==> config.mk <==
export PLATFORM = sky130hd
export DESIGN_NAME = ssis_top
export DESIGN_NICKNAME = d
export VERILOG_FILES = /design/src/hdl/ssis_pkg.sv /design/src/hdl/ssis_top.sv
export SDC_FILE = /design/constraint.sdc
export NUM_CORES = 1
export LEC_CHECK = 0
export BUFFER_PORTS_ARGS = -buffer_cell sky130_fd_sc_hd__buf_2
export CAP_MARGIN = 10
export CORE_MARGIN = 2
export CORE_UTILIZATION = 53
export DETAILED_ROUTE_END_ITERATION = 12
export GPL_TIMING_DRIVEN = 0
export PLACE_DENSITY_LB_ADDON = 0.1
export SYNTH_ARGS = -nofsm -noshare
export SYNTH_HDL_FRONTEND = slang
export SYNTH_SLANG_ARGS = --single-unit
==> constraint.sdc <==
create_clock -name ref_clk -period 4.1 [get_ports ref_clk]
set_input_delay 0.41 -clock ref_clk [delete_from_list [all_inputs] [get_ports ref_clk]]
set_output_delay 0.41 -clock ref_clk [all_outputs]
set_load 0.02 [all_outputs]
==> src/hdl/ssis_pkg.sv <==
package ssis_pkg;

    // ==========================================================================
    // Field encodings
    // ==========================================================================

    // Tacho edge select codes; zero keeps the stage out of speed sensor mode.
    localparam logic [1:0] TES_NONE = 2'h0;
    localparam logic [1:0] TES_RISE = 2'h1;
    localparam logic [1:0] TES_FALL = 2'h2;
    localparam logic [1:0] TES_BOTH = 2'h3;

    // Input select codes; the last one means encoder or all pins released.
    localparam logic [1:0] IS_PIN_A = 2'h0;
    localparam logic [1:0] IS_PIN_B = 2'h1;
    localparam logic [1:0] IS_PIN_C = 2'h2;
    localparam logic [1:0] IS_ENC = 2'h3;

    // Pin indices inside the three-bit sensor pin vector.
    localparam int PIN_A = 0;
    localparam int PIN_B = 1;
    localparam int PIN_C = 2;

    // ==========================================================================
    // Reset values
    // ==========================================================================

    // Active and pending input select after reset.
    localparam logic [1:0] IS_RESET = 2'h0;
    // Direction flag after reset.
    localparam logic DIR_RESET = 1'b0;

    // ==========================================================================
    // Types
    // ==========================================================================

    // Role that a sensor pin plays in the current configuration.
    typedef enum logic [1:0] {
        ROLE_GPIO = 2'b00,
        ROLE_ANALOG = 2'b01,
        ROLE_DIGITAL = 2'b10,
        ROLE_OFF = 2'b11
    } ssis_role_e;

    // Static mode bits written by software.
    typedef struct packed {
        logic pin_release_bit;
        logic sensor_flag;
        logic off_state_discharge_bit;
        logic [1:0] tacho_edge_select;
    } ssis_cfg_s;

endpackage

==> src/hdl/ssis_top.sv <==
// What this block does
// - Non-zero edge select enters speed sensor mode.
// - Input select 11 encoder, else tachogenerator.
// - Tacho mux: 00 A, 01 B, 10 C.
// - Tacho events: rising, falling or both edges.
// - Unselected tacho pins stay general-purpose I/O.
// - Input select preloaded; direct access applies immediately.
// - Encoder event on every edge of both inputs.
// - Direction flag read-only, never steers counting.
// - Direction samples pin A on B falling edge.
// - Single encoder input still yields half-rate events.
// - Release, speed, select 11: A and B digital, C I/O, comparator off.
// - Sensorless: selected pin analog, others off-state unless released; 11 all I/O.
// - Position sensor: selected analog; 11 all I/O.
// - Release speed mode: comparator off, digital inputs.
// - Analog pins read zero on port data.
// - Digital sensor pins stay readable as port data.
module ssis_top (
    input wire logic ref_clk,
    input wire logic sys_rst,
    // Static mode bits from software.
    input wire ssis_pkg::ssis_cfg_s cfg,
    // Value that software writes into the input select field.
    input wire logic [1:0] input_select_wr,
    // One-cycle write strobe for input_select_wr.
    input wire logic input_select_wr_en,
    // Direct access bit: a write takes effect at once.
    input wire logic direct_access_bit,
    // One-cycle commutation event from the delay manager.
    input wire logic commutation_event,
    // Raw levels of the three sensor pins, asynchronous.
    input wire logic [2:0] sensor_pins,
    // Active input select field.
    output logic [1:0] input_select,
    // One-cycle capture clock event.
    output logic capture_event,
    // Encoder direction, read-only status.
    output logic encoder_direction_flag,
    // Stage is in speed sensor mode.
    output logic speed_mode,
    // Phase comparator enable.
    output logic phase_comparator_en,
    // Role of each sensor pin.
    output ssis_pkg::ssis_role_e [2:0] pin_role,
    // Port data seen by the general-purpose I/O readers.
    output logic [2:0] gpio_data,
    // High where an off-state pin is driven low.
    output logic [2:0] pin_gnd_oe
);

    // ==========================================================================
    // Pin synchroniser
    // ==========================================================================

    // First stage; only the second stage reads it.
    logic [2:0] pin_meta;
    // Second stage, the first safe copy.
    logic [2:0] pin_sync;
    // Previous safe copy, for edge detection.
    logic [2:0] pin_prev;

    // Two flops bring the pins onto ref_clk, a third keeps history.
    always_ff @(posedge ref_clk) begin
        if (sys_rst) begin
            pin_meta <= 3'h0;
            pin_sync <= 3'h0;
            pin_prev <= 3'h0;
        end else begin
            pin_meta <= sensor_pins;
            pin_sync <= pin_meta;
            pin_prev <= pin_sync;
        end
    end

    // Cycles of pin history since reset; saturates at all ones.
    logic [1:0] hist_cnt;

    // The history flops reset to zero, so a pin that idles high would look
    // like a rising edge just after reset. Edges are ignored until both
    // compared copies hold real pin samples.
    always_ff @(posedge ref_clk) begin
        if (sys_rst) begin
            hist_cnt <= 2'h0;
        end else if (!(&hist_cnt)) begin
            hist_cnt <= hist_cnt + 2'h1;
        end
    end

    // High once the synchronised and previous copies are both valid.
    logic hist_ok;
    assign hist_ok = &hist_cnt;

    // Edge flags per pin on the synchronised copies.
    logic [2:0] pin_rise;
    logic [2:0] pin_fall;
    assign pin_rise = {3{hist_ok}} & pin_sync & ~pin_prev;
    assign pin_fall = {3{hist_ok}} & ~pin_sync & pin_prev;

    // ==========================================================================
    // Input select preload
    // ==========================================================================

    // Value waiting for the next commutation.
    logic [1:0] is_pending;

    // The pending copy follows every write, so a later commutation
    // always commits the newest value.
    always_ff @(posedge ref_clk) begin
        if (sys_rst) begin
            is_pending <= ssis_pkg::IS_RESET;
        end else if (input_select_wr_en) begin
            is_pending <= input_select_wr;
        end
    end

    // A direct write wins over a commit in the same cycle, because it
    // carries the newer value.
    always_ff @(posedge ref_clk) begin
        if (sys_rst) begin
            input_select <= ssis_pkg::IS_RESET;
        end else if (input_select_wr_en && direct_access_bit) begin
            input_select <= input_select_wr;
        end else if (commutation_event) begin
            input_select <= is_pending;
        end
    end

    // ==========================================================================
    // Mode decode
    // ==========================================================================

    logic speed_now;
    logic enc_now;
    assign speed_now = cfg.tacho_edge_select != ssis_pkg::TES_NONE;
    assign enc_now = speed_now && (input_select == ssis_pkg::IS_ENC);

    // Comparator runs only for an analog pin outside speed mode; select 11
    // releases all pins and so switches it off as well.
    logic next_cmp;
    assign next_cmp = !speed_now && (input_select != ssis_pkg::IS_ENC);

    // Mode flags are registered so that every output comes from a flop.
    always_ff @(posedge ref_clk) begin
        if (sys_rst) begin
            speed_mode <= 1'b0;
            phase_comparator_en <= 1'b0;
        end else begin
            speed_mode <= speed_now;
            phase_comparator_en <= next_cmp;
        end
    end

    // ==========================================================================
    // Capture events
    // ==========================================================================

    // Selected tacho pin edges; select 11 also indexes the mux, but its result is not used.
    logic sel_rise;
    logic sel_fall;
    assign sel_rise = pin_rise[input_select];
    assign sel_fall = pin_fall[input_select];

    // Tacho edge qualification by the edge select field.
    logic tacho_hit;
    always_comb begin
        case (cfg.tacho_edge_select)
            ssis_pkg::TES_RISE: tacho_hit = sel_rise;
            ssis_pkg::TES_FALL: tacho_hit = sel_fall;
            ssis_pkg::TES_BOTH: tacho_hit = sel_rise | sel_fall;
            default: tacho_hit = 1'b0;
        endcase
    end

    // Any edge of A or B counts in encoder mode, so one wired input
    // still gives half the rate. Edges on both pins in one cycle merge
    // into one pulse; real quadrature never does that.
    logic enc_hit;
    assign enc_hit = |(pin_rise[1:0] | pin_fall[1:0]);

    logic next_event;
    assign next_event = enc_now ? enc_hit : (speed_now && tacho_hit);

    // Registered event pulse, one cycle per qualifying edge.
    always_ff @(posedge ref_clk) begin
        if (sys_rst) begin
            capture_event <= 1'b0;
        end else begin
            capture_event <= next_event;
        end
    end

    // ==========================================================================
    // Direction flag
    // ==========================================================================

    // Pin A is sampled on each falling edge of B. The flag is a status
    // output only and feeds no counter here.
    always_ff @(posedge ref_clk) begin
        if (sys_rst) begin
            encoder_direction_flag <= ssis_pkg::DIR_RESET;
        end else if (enc_now && pin_fall[ssis_pkg::PIN_B]) begin
            encoder_direction_flag <= pin_sync[ssis_pkg::PIN_A];
        end
    end

    // ==========================================================================
    // Pin roles
    // ==========================================================================

    // Role of one pin from the mode bits.
    function automatic ssis_pkg::ssis_role_e role_of(input logic [1:0] idx);
        ssis_pkg::ssis_role_e r;
        r = ssis_pkg::ROLE_GPIO;
        if (speed_now) begin
            if (input_select == ssis_pkg::IS_ENC) begin
                r = (idx != 2'(ssis_pkg::PIN_C)) ? ssis_pkg::ROLE_DIGITAL : ssis_pkg::ROLE_GPIO;
            end else begin
                r = (idx == input_select) ? ssis_pkg::ROLE_DIGITAL : ssis_pkg::ROLE_GPIO;
            end
        end else if (input_select == ssis_pkg::IS_ENC) begin
            r = ssis_pkg::ROLE_GPIO;
        end else if (idx == input_select) begin
            r = ssis_pkg::ROLE_ANALOG;
        end else if (!cfg.pin_release_bit && !cfg.sensor_flag) begin
            r = ssis_pkg::ROLE_OFF;
        end
        return r;
    endfunction

    // One copy per pin: role, port data and grounding. Analog and off
    // pins read zero, because their digital path is shut.
    for (genvar i = 0; i < 3; i++) begin : g_pin
        ssis_pkg::ssis_role_e next_role;
        assign next_role = role_of(2'(i));

        always_ff @(posedge ref_clk) begin
            if (sys_rst) begin
                pin_role[i] <= ssis_pkg::ROLE_GPIO;
                gpio_data[i] <= 1'b0;
                pin_gnd_oe[i] <= 1'b0;
            end else begin
                pin_role[i] <= next_role;
                gpio_data[i] <= pin_sync[i] && (next_role == ssis_pkg::ROLE_GPIO
                    || next_role == ssis_pkg::ROLE_DIGITAL);
                pin_gnd_oe[i] <= (next_role == ssis_pkg::ROLE_OFF) && cfg.off_state_discharge_bit;
            end
        end
    end
endmodule

### Word-level counts from Yosys, hierarchy flattened

Index checks and enable logic that the tools add are counted.

| cells by class | value |
|---|---|
| add/subtract/negate cells | 1 |
| order comparisons | 1 |
| equality and inequality tests | 13 |
| multiplexer cells | 24 |
| bitwise logic cells | 8 |
| reductions and logical operators | 26 |

Operator list:

| kind | count |
|---|---|
| $mux 2 | 18 |
| $eq 2x2->1 const B | 9 |
| $and 3x3->3 | 4 |
| $logic_and 1x1->1 | 12 |
| $logic_not 2->1 | 4 |
| $not 3->3 | 2 |
| $bmux 1 s2 | 2 |
| $reduce_bool 2->1 | 2 |
| $logic_not 1->1 | 3 |
| $logic_or 1x1->1 | 3 |
| $lt 2x3->1 const B | 1 |
| $mux 1 | 3 |
| $pmux 1 s3 | 1 |
| $add 2x1->2 const B | 1 |
| $eq 1x2->1 const A | 1 |
| $eq 2x1->1 const B | 1 |
| $eq 2x2->1 const A | 1 |
| $ne 2x2->1 const B | 1 |
| $or 2x2->2 | 1 |
| $reduce_and 2->1 | 1 |
| $reduce_or 2->1 | 1 |
| $or 1x1->1 | 1 |

| storage, ports and cells | value |
|---|---|
| register bits | 31 |
| bits of input ports | 15 |
| word-level logic and storage cells | 92 |

### Logic depth before layout (Yosys ltp)

| logic depth | value |
|---|---|
| depth after elaboration | 9 |
| gate-level depth with buffers | 6 |
| depth with buffers taken out | 6 |

### Worst setup path after synthesis

OpenSTA, ideal clock, no wires.

| timing path | value |
|---|---|
| path type | register to register |
| start | register input_select[0] |
| end | register pin_gnd_oe[2] |
| data arrival time | 1695 ps |
| setup slack | 2345 ps |
| stages on the path, launching flop included | 6 |
| path buffers | 0 |
| cell sequence | dfxtp_1 inv_1 ha_1 or4b_1 a21oi_2 and3_1 |

| on the way | value |
|---|---|
| cells in the longest elaborated chain, start to end | 6 |

RTL lines:

| what | RTL line | text |
|---|---|---|
| start, declared | ssis_top.sv:34 | `output logic [1:0] input_select,` |
| start signal, assigned | ssis_top.sv:120 | `input_select <= ssis_pkg::IS_RESET;` |
| start signal, assigned | ssis_top.sv:122 | `input_select <= input_select_wr;` |
| start signal, assigned | ssis_top.sv:124 | `input_select <= is_pending;` |
| $eq 2x2->1 | ssis_top.sv:218, ssis_top.sv:222 |  |
| $mux 2 (on tied branches) | ssis_top.sv:222, ssis_top.sv:218 |  |
| $mux 2 (on tied branches) | ssis_top.sv:220, ssis_top.sv:215 |  |
| $mux 2 * | ssis_top.sv:214 | `if (speed_now) begin` |
| $eq 2x2->1 * | ssis_top.sv:245 | `pin_gnd_oe[i] <= (next_role == ssis_pkg::ROLE_OFF) && cfg.off_state_discharge_bit;` |
| $logic_and 1x1->1 * | ssis_top.sv:245 |  |
| end signal, assigned by index | ssis_top.sv:245 |  |
| end, declared | ssis_top.sv:48 | `output logic [2:0] pin_gnd_oe` |

Mark *: on every way between the ends. The rest lies on a longest branch, timed or not.
A chain may end at the register's enable or synchronous reset.

### Worst setup path after layout

Ends and elaborated chain as after synthesis.

==> impl_metrics.yaml <==
sta:
  setup_violations: 0
  period_minus_slack_ns: 1.814
  clock.fmax_mhz: 551.3
  rsz0062_at_grt: "no"
  tightest_slew_ns: 0.4435
  slew_headroom_pct: 70.43
  clock-skew-final_ns: 0.006355
  setup-tns-final_ns: 0
  slew_viol_final: 0
  timing.final.crit_share_pct: 44.24
  worst_slack_ns: 2.286
  hold_viol: 0
power_and_ir_drop:
  sw_frac_of_total_pct: 26.53
  vdd_ir_drop_max_v: 0.0003073
  p_leak_nw: 0.6601
  p_switching_w: 0.0001480
  p_seq_share_pct: 58.5
  power_density_nw_per_um2: 395.6
  comb_power_share_pct: 12.7
  p_clk_share_pct: 28.8
  p_int_w: 0.0004098
flow_run:
  cap_violations: 0
layout:
  drive_above_1_share_pct: 26.42
  num_antenna_cells: 0
  nNetsFinal: 178
  area_delta_synth_final_pct: 21.18
critical_path:
  r2r-end: "pin_gnd_oe[2]$_SDFF_PP0_"
  startpoint_type: "register"
  crit_path_top_delay_cell: "or4b_1"
  crit_family: "simple AND/OR/NAND/NOR gates"
  cp.required_ns: 4.36
  cp-end-kind: "register"
  r2r_start: "input_select[0]$_SDFFE_PP0P_"
  criticalPathCategory: "register to register"
  worstPathArrival_ns: 2.08
  ff2ff_setup_slack_ns: 2.29
  max_stage_delay_ns: 0.57
  path_buf_inv: 1
  crit_chain: "inv_1 -> ha_1 -> or4b_1 -> a21oi_2 -> and3_1"
  crit_path_max_fanout: 8
  r2r_cells: 5
detailed_routing:
  firstDrtPassIters: 4
  drt-total-wl_um: 2132
  drtIter0Drc: 12
  ant_nets: 0
  vias: 954
  routedWlPerCell_um: 11.46
  viasPerCell: 5.129
  drc: 0
synthesis:
  synth_cell_types: 28
  synth_area_leaders: "dfxtp_1 (53%), nor2b_1 (6.5%), ha_1 (5.4%), mux2i_1 (5.2%), nor2_1 (5.2%)"
  yosysMostFrequentCell: "dfxtp_1"
  yosysWarnings: 0
  syn_nets: 139
  synthesis.area_um2: 1164
  yosysSeqAreaShare_pct: 53.33
  synth_top_area_share_pct: 53.33
  async_flop_share_pct: 0
  synth_ff_type: "dfxtp_1"
  syn_area_per_cell_um2: 9.778
  ys_seq_elements: 31
  netlist_instances: 119
  synthTopCellsByCount: "dfxtp_1 (31), nor2_1 (16), nor2b_1 (12), nand2_1 (7)"
  synth_area_leader_cell: "dfxtp_1"
  synth-edff-count: 0
placement:
  port-buffer-count: 32
  dp_hpwl_um: 1608
  place_congestion: 0.8465
  pre_cts_ws_ns: 2.315
clocking:
  root_buffer: "clkbuf_4"
  h-tree-depth: 2
  clockBufferDepth: 2
  cts.sinks: 31
  clkLatencyLatePin_ns: 0.32
  cts_tree: "yes"
  numCtsBuffers: 5
  path_clk_slew_ns: 0.09
  cts_setup_buffers: 0
  post_cts_resized: 0
  cts_hold_buffers: 0
global_route:
  grt_pass1_vias: 863
  antenna_found_initial: 0
  overflow: 0
  grt_usage_pct: 19.15
  grt_start_max_net_pins: 11
  grt_pass1_wl_um: 3574
min_path:
  holdCritStartpoint: "sensor_pins[2]"
  whs_endpoint: "pin_meta[2]$_SDFF_PP0_"
  holdPathStages: 2
  hold_path.class: "input port to register"
die:
  die_w_um: 50.86
  die-area_um2: 2586
  core-area_um2: 2022
  die_h_um: 50.86
  start_util_pct: 57.55
  rows: 16
  pin_count: 33
run_status:
  status: "completed"
[flip-flops by register name, indices dropped and copies added (netlist names)]
register,count
capture_event,1
encoder_direction_flag,1
gpio_data,3
hist_cnt,2
input_select,2
is_pending,2
phase_comparator_en,1
pin_gnd_oe,3
pin_meta,3
pin_prev,3
pin_role,6
pin_sync,3
speed_mode,1
[worst max path at each step]
stage / end / cells past startpoint / startpoint / slack (ns)
2_1_floorplan: pin_gnd_oe[2]$_SDFF_PP0_ / 5 / input_select[0]$_SDFFE_PP0P_ / 2.35
3_3_place_gp: pin_gnd_oe[2]$_SDFF_PP0_ / 5 / input_select[0]$_SDFFE_PP0P_ / 2.37
3_5_place_dp: pin_gnd_oe[2]$_SDFF_PP0_ / 5 / input_select[0]$_SDFFE_PP0P_ / 2.31
4_1_cts: pin_gnd_oe[2]$_SDFF_PP0_ / 5 / input_select[0]$_SDFFE_PP0P_ / 2.29
5_1_grt: pin_gnd_oe[2]$_SDFF_PP0_ / 5 / input_select[0]$_SDFFE_PP0P_ / 2.18
6_report: pin_gnd_oe[2]$_SDFF_PP0_ / 5 / input_select[0]$_SDFFE_PP0P_ / 2.29
[per-layer routing]
layer  vias up  global-route usage, %  share of wire [%]
met3         6                  7.602                5.7
met4         0                  9.910                2.0
li1        486                      -                  -
met2        31                  32.89                 49
met5         -                      0                  0
met1       431                  20.15                 44
[cell families (layout without fill, tap and decap cells)]
kind of cell	count (synthesis)	after routing	synth area share [%]
AOI/OAI and AO/OA	16	16	9.032
xor gates and xnor gates	3	3	2.258
adders and majority gates	5	5	5.376
buffers and inverters	6	46	2.043
DFF	31	31	53.33
muxes	6	6	5.161
and+or+nand+nor	52	52	22.80
[cells in the final DEF, fill, tap and decap left out]
| cell type | netlist | final |
|---|---|---|
| nand4_1 | 2 | 2 |
| and3_1 | 3 | 3 |
| inv_1 | 2 | 2 |
| clkinv_2 | 0 | 3 |
| buf_2 | 1 | 33 |
| dfxtp_1 | 31 | 31 |
| nor2_1 | 16 | 16 |
| nand3b_1 | 2 | 2 |
| or2_1 | 1 | 1 |
| clkbuf_4 | 0 | 5 |
| nand2_1 | 7 | 7 |
| xnor2_1 | 2 | 2 |
| o21a_1 | 1 | 1 |
| a211oi_1 | 2 | 2 |
| o2bb2ai_1 | 1 | 1 |
| nand3_1 | 1 | 1 |
| ha_1 | 5 | 5 |
| or4b_1 | 1 | 1 |
| xor2_1 | 1 | 1 |
| a21oi_1 | 5 | 5 |
| and2_1 | 1 | 1 |
| o21ai_0 | 3 | 3 |
| nor3_1 | 6 | 6 |
| a21oi_2 | 1 | 1 |
| o211ai_1 | 1 | 1 |
| o2111ai_1 | 1 | 1 |
| nor2b_1 | 12 | 12 |
| mux2i_1 | 6 | 6 |
| a311oi_1 | 1 | 1 |
| clkbuf_1 | 3 | 3 |
[metrics by stage]
step | std cells | power [W] | utilization (%) | instance area, µm² | hold WS [ns]
2_1_floorplan | 119 | 0.0003780 | - | 1164 | 0.4138
3_3_place_gp | 178 | 0.0004010 | 67.14 | 1358 | 0.4169
3_5_place_dp | 178 | 0.0004043 | 67.14 | 1358 | 0.4291
4_1_cts | 186 | 0.0005631 | 69.74 | 1410 | 0.2892
5_1_grt | 186 | 0.0005880 | 69.74 | 1410 | 0.2921
6_report | 186 | 0.0005578 | 69.74 | 1410 | 0.2934
[layout make-up]
type	count	area, µm²
Buffer	4	16.27
Clock inverter	3	15.01
Tap cell	27	33.78
Timing Repair Buffer	32	160.2
Sequential cell	31	620.6
Inverter	2	7.507
Clock buffer	5	37.54
Multi-Input combinational cell	82	519.2
Fill cell	175	611.8
[power by group through the flow]
stage / logic, W / registers (W) / clock network [W]
after floorplan: 0.0000381 / 0.000340 / 0
after global placement: 0.0000686 / 0.000332 / 0
after detailed placement: 0.0000710 / 0.000333 / 0
after CTS: 0.0000715 / 0.000326 / 0.000166
after global routing: 0.0000811 / 0.000328 / 0.000179
final: 0.0000710 / 0.000326 / 0.000161
Power figures use the tool's default switching activity.
